[src/pmd_consts.svh]
// Functional notes
// - Unified space holds 16M words, 24-bit addresses
// - Program and data buses each reach everything
// - 256 pages of 64K, page from top byte
// - Lower half of page 0 is two 16K on-chip RAM blocks
// - Boot ROM top 1K of page 255
// - Four external banks, own low-active selects
// - 1K I/O pages with own low select
// - I/O pages 0-31 stay on chip
// - Data address is page register plus index
// - Program counter counts linearly, relative base
// - Direct branch loads full 24-bit target
// - Indirect branch uses jump page register
// - Peripheral boot starts at boot ROM
// - 16K on-chip ROM in program space
// - Protection blocks emulator access to ROM
// - Core and DMA reach whole map
// - Bank picked by page against boundaries
// - Reset boundaries 1-63, 64-127, 128-191, 192-254
// - I/O address is page plus 10-bit offset
`ifndef PMD_CONSTS_SVH
`define PMD_CONSTS_SVH
`define PMD_ADDR_W 24
`define PMD_PAGE_W 8
`define PMD_INDEX_W 16
`define PMD_IO_OFS_W 10
`define PMD_IO_ADDR_W 18
`define PMD_RAM_BLK_BIT 14
`define PMD_RAM_TOP_BIT 15
`define PMD_LAST_PAGE 8'hff
`define PMD_BOOT_BASE 16'hfc00
`define PMD_ROM_PAGE 8'h01
`define PMD_ROM_BASE 16'h0000
`define PMD_ROM_LIMIT 16'h3fff
`define PMD_IO_ONCHIP_LAST 8'h1f
`define PMD_BANK0_FIRST 8'h01
`define PMD_BANK1_FIRST 8'h40
`define PMD_BANK2_FIRST 8'h80
`define PMD_BANK3_FIRST 8'hc0
`define PMD_BANK3_LAST 8'hfe
`define PMD_BOOT_VECTOR 24'hfffc00
`define PMD_RESET_VECTOR 24'h000000
`endif

[src/pmd_pkg.sv]
`default_nettype none
package pmd_pkg;
    // Which source drives the program address this cycle
    typedef enum logic [3:0] {
        PMD_SEQ_LINEAR = 4'h1,
        PMD_SEQ_RELATIVE = 4'h2,
        PMD_SEQ_DIRECT = 4'h4,
        PMD_SEQ_INDIRECT = 4'h8
    } pmd_seq_type;
    // Decoded target of one access
    typedef enum logic [7:0] {
        PMD_TGT_NONE = 8'h01,
        PMD_TGT_RAM0 = 8'h02,
        PMD_TGT_RAM1 = 8'h04,
        PMD_TGT_BOOT = 8'h08,
        PMD_TGT_ROM = 8'h10,
        PMD_TGT_EXT = 8'h20,
        PMD_TGT_IO_INT = 8'h40,
        PMD_TGT_IO_EXT = 8'h80
    } pmd_tgt_type;
endpackage
`default_nettype wire

[src/pmd_decoder.sv]
`include "pmd_consts.svh"
`default_nettype none
module pmd_decoder #(
    parameter int ADDR_W = `PMD_ADDR_W
) (
    input wire logic clk_sys, // Core clock
    input wire logic rst, // Async reset, high
    input wire logic peripheral_boot, // Boot strap: peripheral boot
    input wire logic rom_protect, // Factory ROM protection option
    input wire logic seq_step, // Program counter advances
    input wire pmd_pkg::pmd_seq_type seq_sel, // Program address source
    input wire logic [15:0] seq_rel_ofs, // Signed relative offset
    input wire logic [ADDR_W-1:0] seq_direct, // Direct branch target
    input wire logic [15:0] seq_ind_index, // Indirect branch low bits
    input wire logic jump_page_we, // Load jump page register
    input wire logic [7:0] jump_page_wdata, // Jump page value
    input wire logic [1:0] dag_page_we, // Load data page register
    input wire logic [7:0] dag_page_wdata, // Data page value
    input wire logic dag_req, // Data access request
    input wire logic dag_sel, // Which data address generator
    input wire logic [15:0] dag_index, // Data address generator index
    input wire logic dma_req, // DMA access request
    input wire logic [ADDR_W-1:0] dma_addr, // DMA full address
    input wire logic emu_req, // Emulator access request
    input wire logic [ADDR_W-1:0] emu_addr, // Emulator address
    input wire logic io_page_we, // Load I/O page register
    input wire logic [7:0] io_page_wdata, // I/O page value
    input wire logic io_req, // I/O space request
    input wire logic [9:0] io_ofs, // I/O immediate offset
    input wire logic bank_we, // Load one bank boundary
    input wire logic [1:0] bank_wsel, // Bank boundary index
    input wire logic [7:0] bank_wfirst, // First page of bank
    input wire logic [3:0] bank_wait_in, // Bank waitstate count
    input wire logic bank_wmode_in, // Bank waitstate mode
    output logic [ADDR_W-1:0] program_address_bus, // Fetch address
    output logic [ADDR_W-1:0] data_address_bus, // Data/DMA address
    output logic [`PMD_IO_ADDR_W-1:0] io_address_bus, // I/O address
    output logic [1:0] ram_select, // On-chip RAM block select
    output logic boot_rom_select, // Boot ROM select
    output logic rom_select, // Program ROM select
    output logic io_reg_select, // On-chip peripheral registers
    output logic [3:0] external_bank_selects_n, // Bank selects, low
    output logic io_space_select_n, // External I/O select, low
    output logic [3:0] ext_wait, // Waitstates of selected bank
    output logic ext_wait_mode, // Waitstate mode of selected bank
    output logic emu_refused // Emulator access refused
);
    import pmd_pkg::*;

    // ********************************************************
    // Page registers and boundaries
    // ********************************************************
    logic [ADDR_W-1:0] pc_q;
    logic [7:0] jump_page_register_q;
    logic [7:0] data_page_register_q [2];
    logic [7:0] io_page_register_q;
    logic [7:0] bank_first_q [4];
    logic [3:0] bank_wait_q [4];
    logic bank_mode_q [4];
    logic boot_pending_q;
    logic [ADDR_W-1:0] pc_d;
    logic [ADDR_W-1:0] daddr;
    logic [ADDR_W-1:0] aaddr;
    logic a_valid;
    logic a_emu;
    pmd_tgt_type tgt;
    logic [1:0] bank;

    // Bank whose range holds the page
    function automatic logic [1:0] bank_of(input logic [7:0] pg,
            input logic [7:0] f1, input logic [7:0] f2,
            input logic [7:0] f3);
        if (pg >= f3) begin
            bank_of = 2'd3;
        end else if (pg >= f2) begin
            bank_of = 2'd2;
        end else if (pg >= f1) begin
            bank_of = 2'd1;
        end else begin
            bank_of = 2'd0;
        end
    endfunction

    // Target of one unified-space address
    function automatic pmd_tgt_type map_of(input logic [23:0] a,
            input logic pgm);
        logic [7:0] pg;
        logic [15:0] ix;
        pg = a[23:16];
        ix = a[15:0];
        if (pg == 8'h00) begin
            map_of = ix[`PMD_RAM_TOP_BIT] ? PMD_TGT_NONE :
                (ix[`PMD_RAM_BLK_BIT] ? PMD_TGT_RAM1 : PMD_TGT_RAM0);
        end else if (pg == `PMD_LAST_PAGE) begin
            // Below the boot ROM the top page is not off-chip
            map_of = (ix >= `PMD_BOOT_BASE) ? PMD_TGT_BOOT :
                PMD_TGT_NONE;
        end else if (pgm && pg == `PMD_ROM_PAGE &&
                ix <= `PMD_ROM_LIMIT) begin
            map_of = PMD_TGT_ROM;
        end else begin
            map_of = PMD_TGT_EXT;
        end
    endfunction

    // Bank boundaries, waitstates and modes
    always_ff @(posedge clk_sys or posedge rst) begin
        if (rst) begin
            bank_first_q[0] <= `PMD_BANK0_FIRST;
            bank_first_q[1] <= `PMD_BANK1_FIRST;
            bank_first_q[2] <= `PMD_BANK2_FIRST;
            bank_first_q[3] <= `PMD_BANK3_FIRST;
            for (int i = 0; i < 4; i++) begin
                bank_wait_q[i] <= 4'h0;
                bank_mode_q[i] <= 1'b0;
            end
        end else if (bank_we) begin
            bank_first_q[bank_wsel] <= bank_wfirst;
            bank_wait_q[bank_wsel] <= bank_wait_in;
            bank_mode_q[bank_wsel] <= bank_wmode_in;
        end
    end

    // Page registers loaded by software
    always_ff @(posedge clk_sys or posedge rst) begin
        if (rst) begin
            jump_page_register_q <= 8'h00;
            data_page_register_q[0] <= 8'h00;
            data_page_register_q[1] <= 8'h00;
            io_page_register_q <= 8'h00;
        end else begin
            if (jump_page_we) begin
                jump_page_register_q <= jump_page_wdata;
            end
            for (int i = 0; i < 2; i++) begin
                if (dag_page_we[i]) begin
                    data_page_register_q[i] <= dag_page_wdata;
                end
            end
            if (io_page_we) begin
                io_page_register_q <= io_page_wdata;
            end
        end
    end

    // ********************************************************
    // Program sequencer address
    // ********************************************************
    always_comb begin
        case (seq_sel)
            PMD_SEQ_LINEAR: pc_d = pc_q + 24'h000001;
            PMD_SEQ_RELATIVE: pc_d = pc_q + {{8{seq_rel_ofs[15]}},
                seq_rel_ofs};
            PMD_SEQ_DIRECT: pc_d = seq_direct;
            PMD_SEQ_INDIRECT: pc_d = {jump_page_register_q,
                seq_ind_index};
            default: pc_d = pc_q;
        endcase
    end

    // Program counter, starting at boot ROM on peripheral boot
    always_ff @(posedge clk_sys or posedge rst) begin
        if (rst) begin
            pc_q <= `PMD_RESET_VECTOR;
            boot_pending_q <= 1'b1;
        end else if (boot_pending_q) begin
            boot_pending_q <= 1'b0;
            pc_q <= peripheral_boot ? `PMD_BOOT_VECTOR :
                `PMD_RESET_VECTOR;
        end else if (seq_step) begin
            pc_q <= pc_d;
        end
    end

    // ********************************************************
    // Data side address and decode
    // ********************************************************
    always_comb begin
        daddr = {data_page_register_q[dag_sel], dag_index};
        a_emu = 1'b0;
        a_valid = 1'b1;
        if (dma_req) begin
            aaddr = dma_addr;
        end else if (dag_req) begin
            aaddr = daddr;
        end else if (emu_req) begin
            aaddr = emu_addr;
            a_emu = 1'b1;
        end else begin
            aaddr = pc_q;
            a_valid = !boot_pending_q;
        end
        if (io_req) begin
            tgt = (io_page_register_q <= `PMD_IO_ONCHIP_LAST) ?
                PMD_TGT_IO_INT : PMD_TGT_IO_EXT;
        end else if (a_valid) begin
            tgt = map_of(aaddr, 1'b1);
        end else begin
            tgt = PMD_TGT_NONE;
        end
        bank = bank_of(aaddr[23:16], bank_first_q[1], bank_first_q[2],
            bank_first_q[3]);
    end

    // Registered selects, at most one target at a time
    always_ff @(posedge clk_sys or posedge rst) begin
        if (rst) begin
            program_address_bus <= `PMD_RESET_VECTOR;
            data_address_bus <= '0;
            io_address_bus <= '0;
            ram_select <= 2'b00;
            boot_rom_select <= 1'b0;
            rom_select <= 1'b0;
            io_reg_select <= 1'b0;
            external_bank_selects_n <= 4'hf;
            io_space_select_n <= 1'b1;
            ext_wait <= 4'h0;
            ext_wait_mode <= 1'b0;
            emu_refused <= 1'b0;
        end else begin
            program_address_bus <= pc_q;
            data_address_bus <= aaddr;
            io_address_bus <= {io_page_register_q, io_ofs};
            ram_select <= {tgt == PMD_TGT_RAM1, tgt == PMD_TGT_RAM0};
            boot_rom_select <= (tgt == PMD_TGT_BOOT) &&
                !(a_emu && rom_protect);
            emu_refused <= a_emu && rom_protect &&
                (tgt == PMD_TGT_ROM || tgt == PMD_TGT_BOOT);
            rom_select <= (tgt == PMD_TGT_ROM) &&
                !(a_emu && rom_protect);
            io_reg_select <= tgt == PMD_TGT_IO_INT;
            io_space_select_n <= !(tgt == PMD_TGT_IO_EXT);
            external_bank_selects_n <= (tgt == PMD_TGT_EXT) ?
                ~(4'h1 << bank) : 4'hf;
            ext_wait <= bank_wait_q[bank];
            ext_wait_mode <= bank_mode_q[bank];
        end
    end
endmodule
`default_nettype wire

[config.mk]
export PLATFORM = sky130hd
export DESIGN_NAME = pmd_decoder
export DESIGN_NICKNAME = d
export VERILOG_FILES = /design/src/pmd_pkg.sv /design/src/pmd_decoder.sv
export VERILOG_INCLUDE_DIRS = /design/src
export SDC_FILE = /design/constraint.sdc
export NUM_CORES = 1
export LEC_CHECK = 0
export ABC_AREA = 1
export BUFFER_PORTS_ARGS = -buffer_cell sky130_fd_sc_hd__buf_4
export CAP_MARGIN = 20
export CORE_MARGIN = 2
export CORE_UTILIZATION = 55
export CTS_BUF_LIST = sky130_fd_sc_hd__clkbuf_2
export CTS_CLUSTER_DIAMETER = 200
export CTS_CLUSTER_SIZE = 30
export DETAILED_ROUTE_END_ITERATION = 8
export PLACE_DENSITY_LB_ADDON = 0.05
export SYNTH_ARGS = -nofsm -noshare
export SYNTH_HDL_FRONTEND = slang
export SYNTH_SLANG_ARGS = --single-unit
export TNS_END_PERCENT = 5
[constraint.sdc]
create_clock -name clk_sys -period 6.77 [get_ports clk_sys]
set_input_delay 0 -clock clk_sys [delete_from_list [all_inputs] [get_ports clk_sys]]
set_output_delay 0 -clock clk_sys [all_outputs]
set_load 0.02 [all_outputs]
==> flow_results.xml <==
<?xml version="1.0" encoding="UTF-8"?>
<metrics>
  <group name="outcome">
    <metric name="status" unit="">finished, violations left</metric>
    <metric name="violations" unit="">DRC</metric>
  </group>
  <group name="critical_path">
    <metric name="worstSetupEndpointType" unit="">flip-flop</metric>
    <metric name="worst_setup_path_start_kind" unit="">flip-flop</metric>
    <metric name="classification_of_the_worst_setup_path" unit="">reg -&gt; reg</metric>
    <metric name="cp_slowest_stage_delay" unit="ns">0.68</metric>
    <metric name="critical_path.max_fanout" unit="">3</metric>
    <metric name="timing.critical_path.required" unit="ns">7.50</metric>
    <metric name="critPathArrivalTime" unit="ns">5.22</metric>
    <metric name="crit_path_top_delay_cell" unit="">dlygate4sd3_1</metric>
    <metric name="path_common_cell" unit="">dlygate4sd3_1</metric>
    <metric name="crit_chain" unit="">o211ai_1, nand2_1, nand2_1, dlygate4sd3_1, nand2_1, dlygate4sd3_1, nor2_4, dlygate4sd3_1, nand3_1, dlygate4sd3_1, nor4_1</metric>
  </group>
  <group name="yosys">
    <metric name="post-synth-top-count-cell" unit="">nand2_1</metric>
    <metric name="synth.net_count" unit="">1564</metric>
    <metric name="synth.area.top_cells" unit="">dfrtp_1 (43%), nand2_1 (15%), inv_1 (8.7%)</metric>
    <metric name="post_synth_most_frequent_cells" unit="">nand2_1 (390), inv_1 (232), dfrtp_1 (173)</metric>
    <metric name="synth_ff_type" unit="">dfrtp_1</metric>
    <metric name="ffs_latches_synth" unit="">183</metric>
    <metric name="syn-cell-area" unit="um2">10060</metric>
    <metric name="synth_largest_type_area_fraction" unit="%">43.03</metric>
    <metric name="yosys.area.top_type" unit="">dfrtp_1</metric>
    <metric name="synth_enable_flop_cells" unit="">0</metric>
    <metric name="yosysSeqAreaShare" unit="%">45.65</metric>
    <metric name="postSynthCellCount" unit="">1328</metric>
    <metric name="synth-warning-count" unit="">0</metric>
    <metric name="synth.avg_cell_area" unit="um2">7.575</metric>
    <metric name="synth_cell_types" unit="">44</metric>
    <metric name="async_flop_share" unit="%">100.0</metric>
  </group>
  <group name="timing">
    <metric name="report.final.slew_viol_count" unit="">0</metric>
    <metric name="period_minus_slack" unit="ns">4.486</metric>
    <metric name="fmaxAchievable" unit="MHz">222.9</metric>
    <metric name="finalSetupTns" unit="ns">0</metric>
    <metric name="finClkSkew" unit="ns">0.08618</metric>
    <metric name="finalHoldViolCount" unit="">0</metric>
    <metric name="max-slew-margin-rel" unit="%">28.98</metric>
    <metric name="rsz_0062_raised_after_global_routing" unit="">no</metric>
    <metric name="worst_slew_pin_slew" unit="ns">1.062</metric>
    <metric name="final-setup-viol-count" unit="">0</metric>
    <metric name="timing.final.crit_share" unit="%">66.27</metric>
  </group>
  <group name="clock_tree">
    <metric name="cts_tree" unit="">done</metric>
    <metric name="cts_num_sinks" unit="">183</metric>
    <metric name="cts_setup_buffers" unit="">0</metric>
    <metric name="tritoncts_buffers" unit="">17</metric>
    <metric name="clkLatencyLatePin" unit="ns">0.85</metric>
    <metric name="postCtsResizedCells" unit="">0</metric>
    <metric name="ctsHtreeMaxLevel" unit="">4</metric>
    <metric name="clk_pin_slew" unit="ns">0.37</metric>
    <metric name="clk_root_buffer_cell" unit="">clkbuf_2</metric>
    <metric name="buffer_depth_of_the_longest_clock_path" unit="">2</metric>
    <metric name="cts_hold_repair.buffers" unit="">297</metric>
  </group>
  <group name="finish">
    <metric name="nets" unit="">2121</metric>
    <metric name="fill_count" unit="">903</metric>
    <metric name="post_route_cells_drive_above_1_share" unit="%">18.60</metric>
    <metric name="flow.area_growth_from_synthesis" unit="%">54.47</metric>
    <metric name="seqCellArea" unit="um2">4592</metric>
    <metric name="multiInputGateArea" unit="um2">4380</metric>
  </group>
  <group name="drt">
    <metric name="vias" unit="">12579</metric>
    <metric name="route.final.wire_length" unit="mm">46.65</metric>
    <metric name="remaining_drc_errors" unit="">1</metric>
    <metric name="via_per_inst" unit="">5.908</metric>
    <metric name="drt_pass1_iterations" unit="">9</metric>
    <metric name="drtIter0Drc" unit="">1541</metric>
    <metric name="final_antenna_net_count" unit="">0</metric>
    <metric name="avgRoutedWirePerCell" unit="um">21.91</metric>
  </group>
  <group name="pwr">
    <metric name="power.switching" unit="mW">1.136</metric>
    <metric name="p_int" unit="mW">1.819</metric>
    <metric name="power.ir.vdd_worst" unit="mV">0.2328</metric>
    <metric name="clock_power_share" unit="%">22.3</metric>
    <metric name="combinational_group_share_of_total_power" unit="%">32.6</metric>
    <metric name="power_density" unit="nW/um2">190.1</metric>
    <metric name="share_seq_of_total_power" unit="%">45.1</metric>
    <metric name="static_leakage" unit="nW">8.078</metric>
    <metric name="post-layout-total-power" unit="mW">2.954</metric>
    <metric name="switching_share" unit="%">38.44</metric>
  </group>
  <group name="grt">
    <metric name="grt_pass1_vias" unit="">12896</metric>
    <metric name="grt_pass1_wl" unit="mm">70.51</metric>
    <metric name="globalRoute.totalOverflow" unit="">0</metric>
    <metric name="track_usage" unit="%">47.26</metric>
    <metric name="grt_start_max_net_pins" unit="">117</metric>
    <metric name="grt_antenna_before_repair" unit="">3</metric>
  </group>
  <group name="place">
    <metric name="gp_weighted_congestion" unit="">0.9700</metric>
    <metric name="hpwl" unit="mm">23.82</metric>
    <metric name="portBuffers" unit="">269</metric>
  </group>
  <group name="hold_path">
    <metric name="worstHoldPathType" unit="">in -&gt; reg</metric>
  </group>
  <group name="flow_run">
    <metric name="maxCapViolCount" unit="">0</metric>
  </group>
  <group name="floorplan">
    <metric name="core_region_area" unit="um2">17960</metric>
    <metric name="start_util" unit="%">56.00</metric>
    <metric name="core.rowCount" unit="">49</metric>
    <metric name="die_y" unit="um">139.2</metric>
    <metric name="die_w" unit="um">139.2</metric>
    <metric name="io-pin-count" unit="">270</metric>
    <metric name="die_area" unit="um2">19390</metric>
  </group>
</metrics>
-- cells by family (layout without fill, tap and decap cells) --
group,after synthesis,in the layout,share of synthesized area [%]
AO/OA/AOI/OAI,201,201,11.09
XOR/XNOR,4,4,0.3483
adder cells (fa/ha/maj),48,48,6.045
buffers and inverters,277,847,10.83
flip-flops,183,183,45.65
multiplexers,9,9,1.007
other,1,3,0.03728
AND/OR/NAND/NOR,605,605,24.99
-- final cells by class --
| cell class | instances | area share, % |
|---|---|---|
| inverters | 242 | 5.878 |
| diodes | 2 | 0.03221 |
| well taps | 229 | 1.844 |
| multi-input cells | 868 | 28.19 |
| clock buffers | 17 | 0.5475 |
| flip-flops and latches | 183 | 29.55 |
| clock inverters | 15 | 1.313 |
| repair buffers | 573 | 32.64 |
-- flip-flops by register name, summed over array words and instances (netlist names) --
register                 flops
ext_wait                     4
ext_wait_mode                1
external_bank_selects_n      4
ram_select                   2
bank_wait_q                 16
data_page_register_q        16
io_page_register_q           8
jump_page_register_q         8
boot_rom_select              1
io_space_select_n            1
io_address_bus              18
pc_q                        24
boot_pending_q               1
program_address_bus         24
data_address_bus            24
bank_first_q                24
emu_refused                  1
bank_mode_q                  4
rom_select                   1
io_reg_select                1
-- metal layers --
layer	part of all wire (%)	vias up	track usage [%]
met4	9.8	2	35.35
met5	0.024	-	0
li1	-	5280	-
met1	32	5718	51.72
met3	11	418	12.56
met2	47	1161	78.84
-- power by group through the flow --
stage                     Sequential [mW]  Clock [mW]  Combinational (mW)
after global placement               1.32           0               0.678
after detailed placement             1.33           0               0.694
after CTS                            1.31       0.639               0.851
final                                1.33       0.660               0.964
after floorplan                      1.36           0               0.353
after global routing                 1.34       0.698                1.02
-- worst paths after layout --
check,from,slack [ns],cells past startpoint,endpoint
max reg2reg,data_page_register_q[13],2.28,11,ram_select[0]
min,bank_wfirst[5],0.02,4,bank_first_q[21]
min in group asynchronous,rst,0.17,4,data_address_bus[12]
max in group asynchronous,rst,5.24,5,pc_q[8]
min reg2reg,io_page_register_q[7],0.41,0,io_address_bus[17]
max,data_page_register_q[13],2.28,11,ram_select[0]
-- worst max-delay path, delay by kind of cell, from the launching register on --
kind            cells  cell delay [ns]
compound gates      1             0.38
buf+inv             4             2.52
flops               1             0.48
simple gates        6             1.05
-- stage by stage --
step | instances | utilization [%] | setup slack (ns) | hold slack, ns | instance area (um2)
after floorplan | 1328 | - | 1.815 | 0.03143 | 10060
after global placement | 1794 | 67.99 | 3.886 | 0.1096 | 12210
after detailed placement | 1794 | 67.99 | 3.884 | 0.1104 | 12210
after CTS | 2123 | 86.15 | 2.880 | 0.001169 | 15480
after global routing | 2129 | 86.50 | 2.307 | 0.01058 | 15540
final | 2129 | 86.50 | 2.284 | 0.02387 | 15540
-- layout by cell type (no fill, tap or decap), types with 12 or more instances in the layout --
master,Yosys,final
a21oi_1,58,58
nand3_1,80,80
o21ai_0,101,101
clkbuf_2,0,17
ha_1,47,47
buf_4,5,272
dfrtp_1,173,173
dlygate4sd3_1,0,300
inv_1,232,231
nand4_1,13,13
o211ai_1,12,12
nor2_1,93,92
nand2_1,390,390
Note: power is estimated with default switching activity, not from simulation.
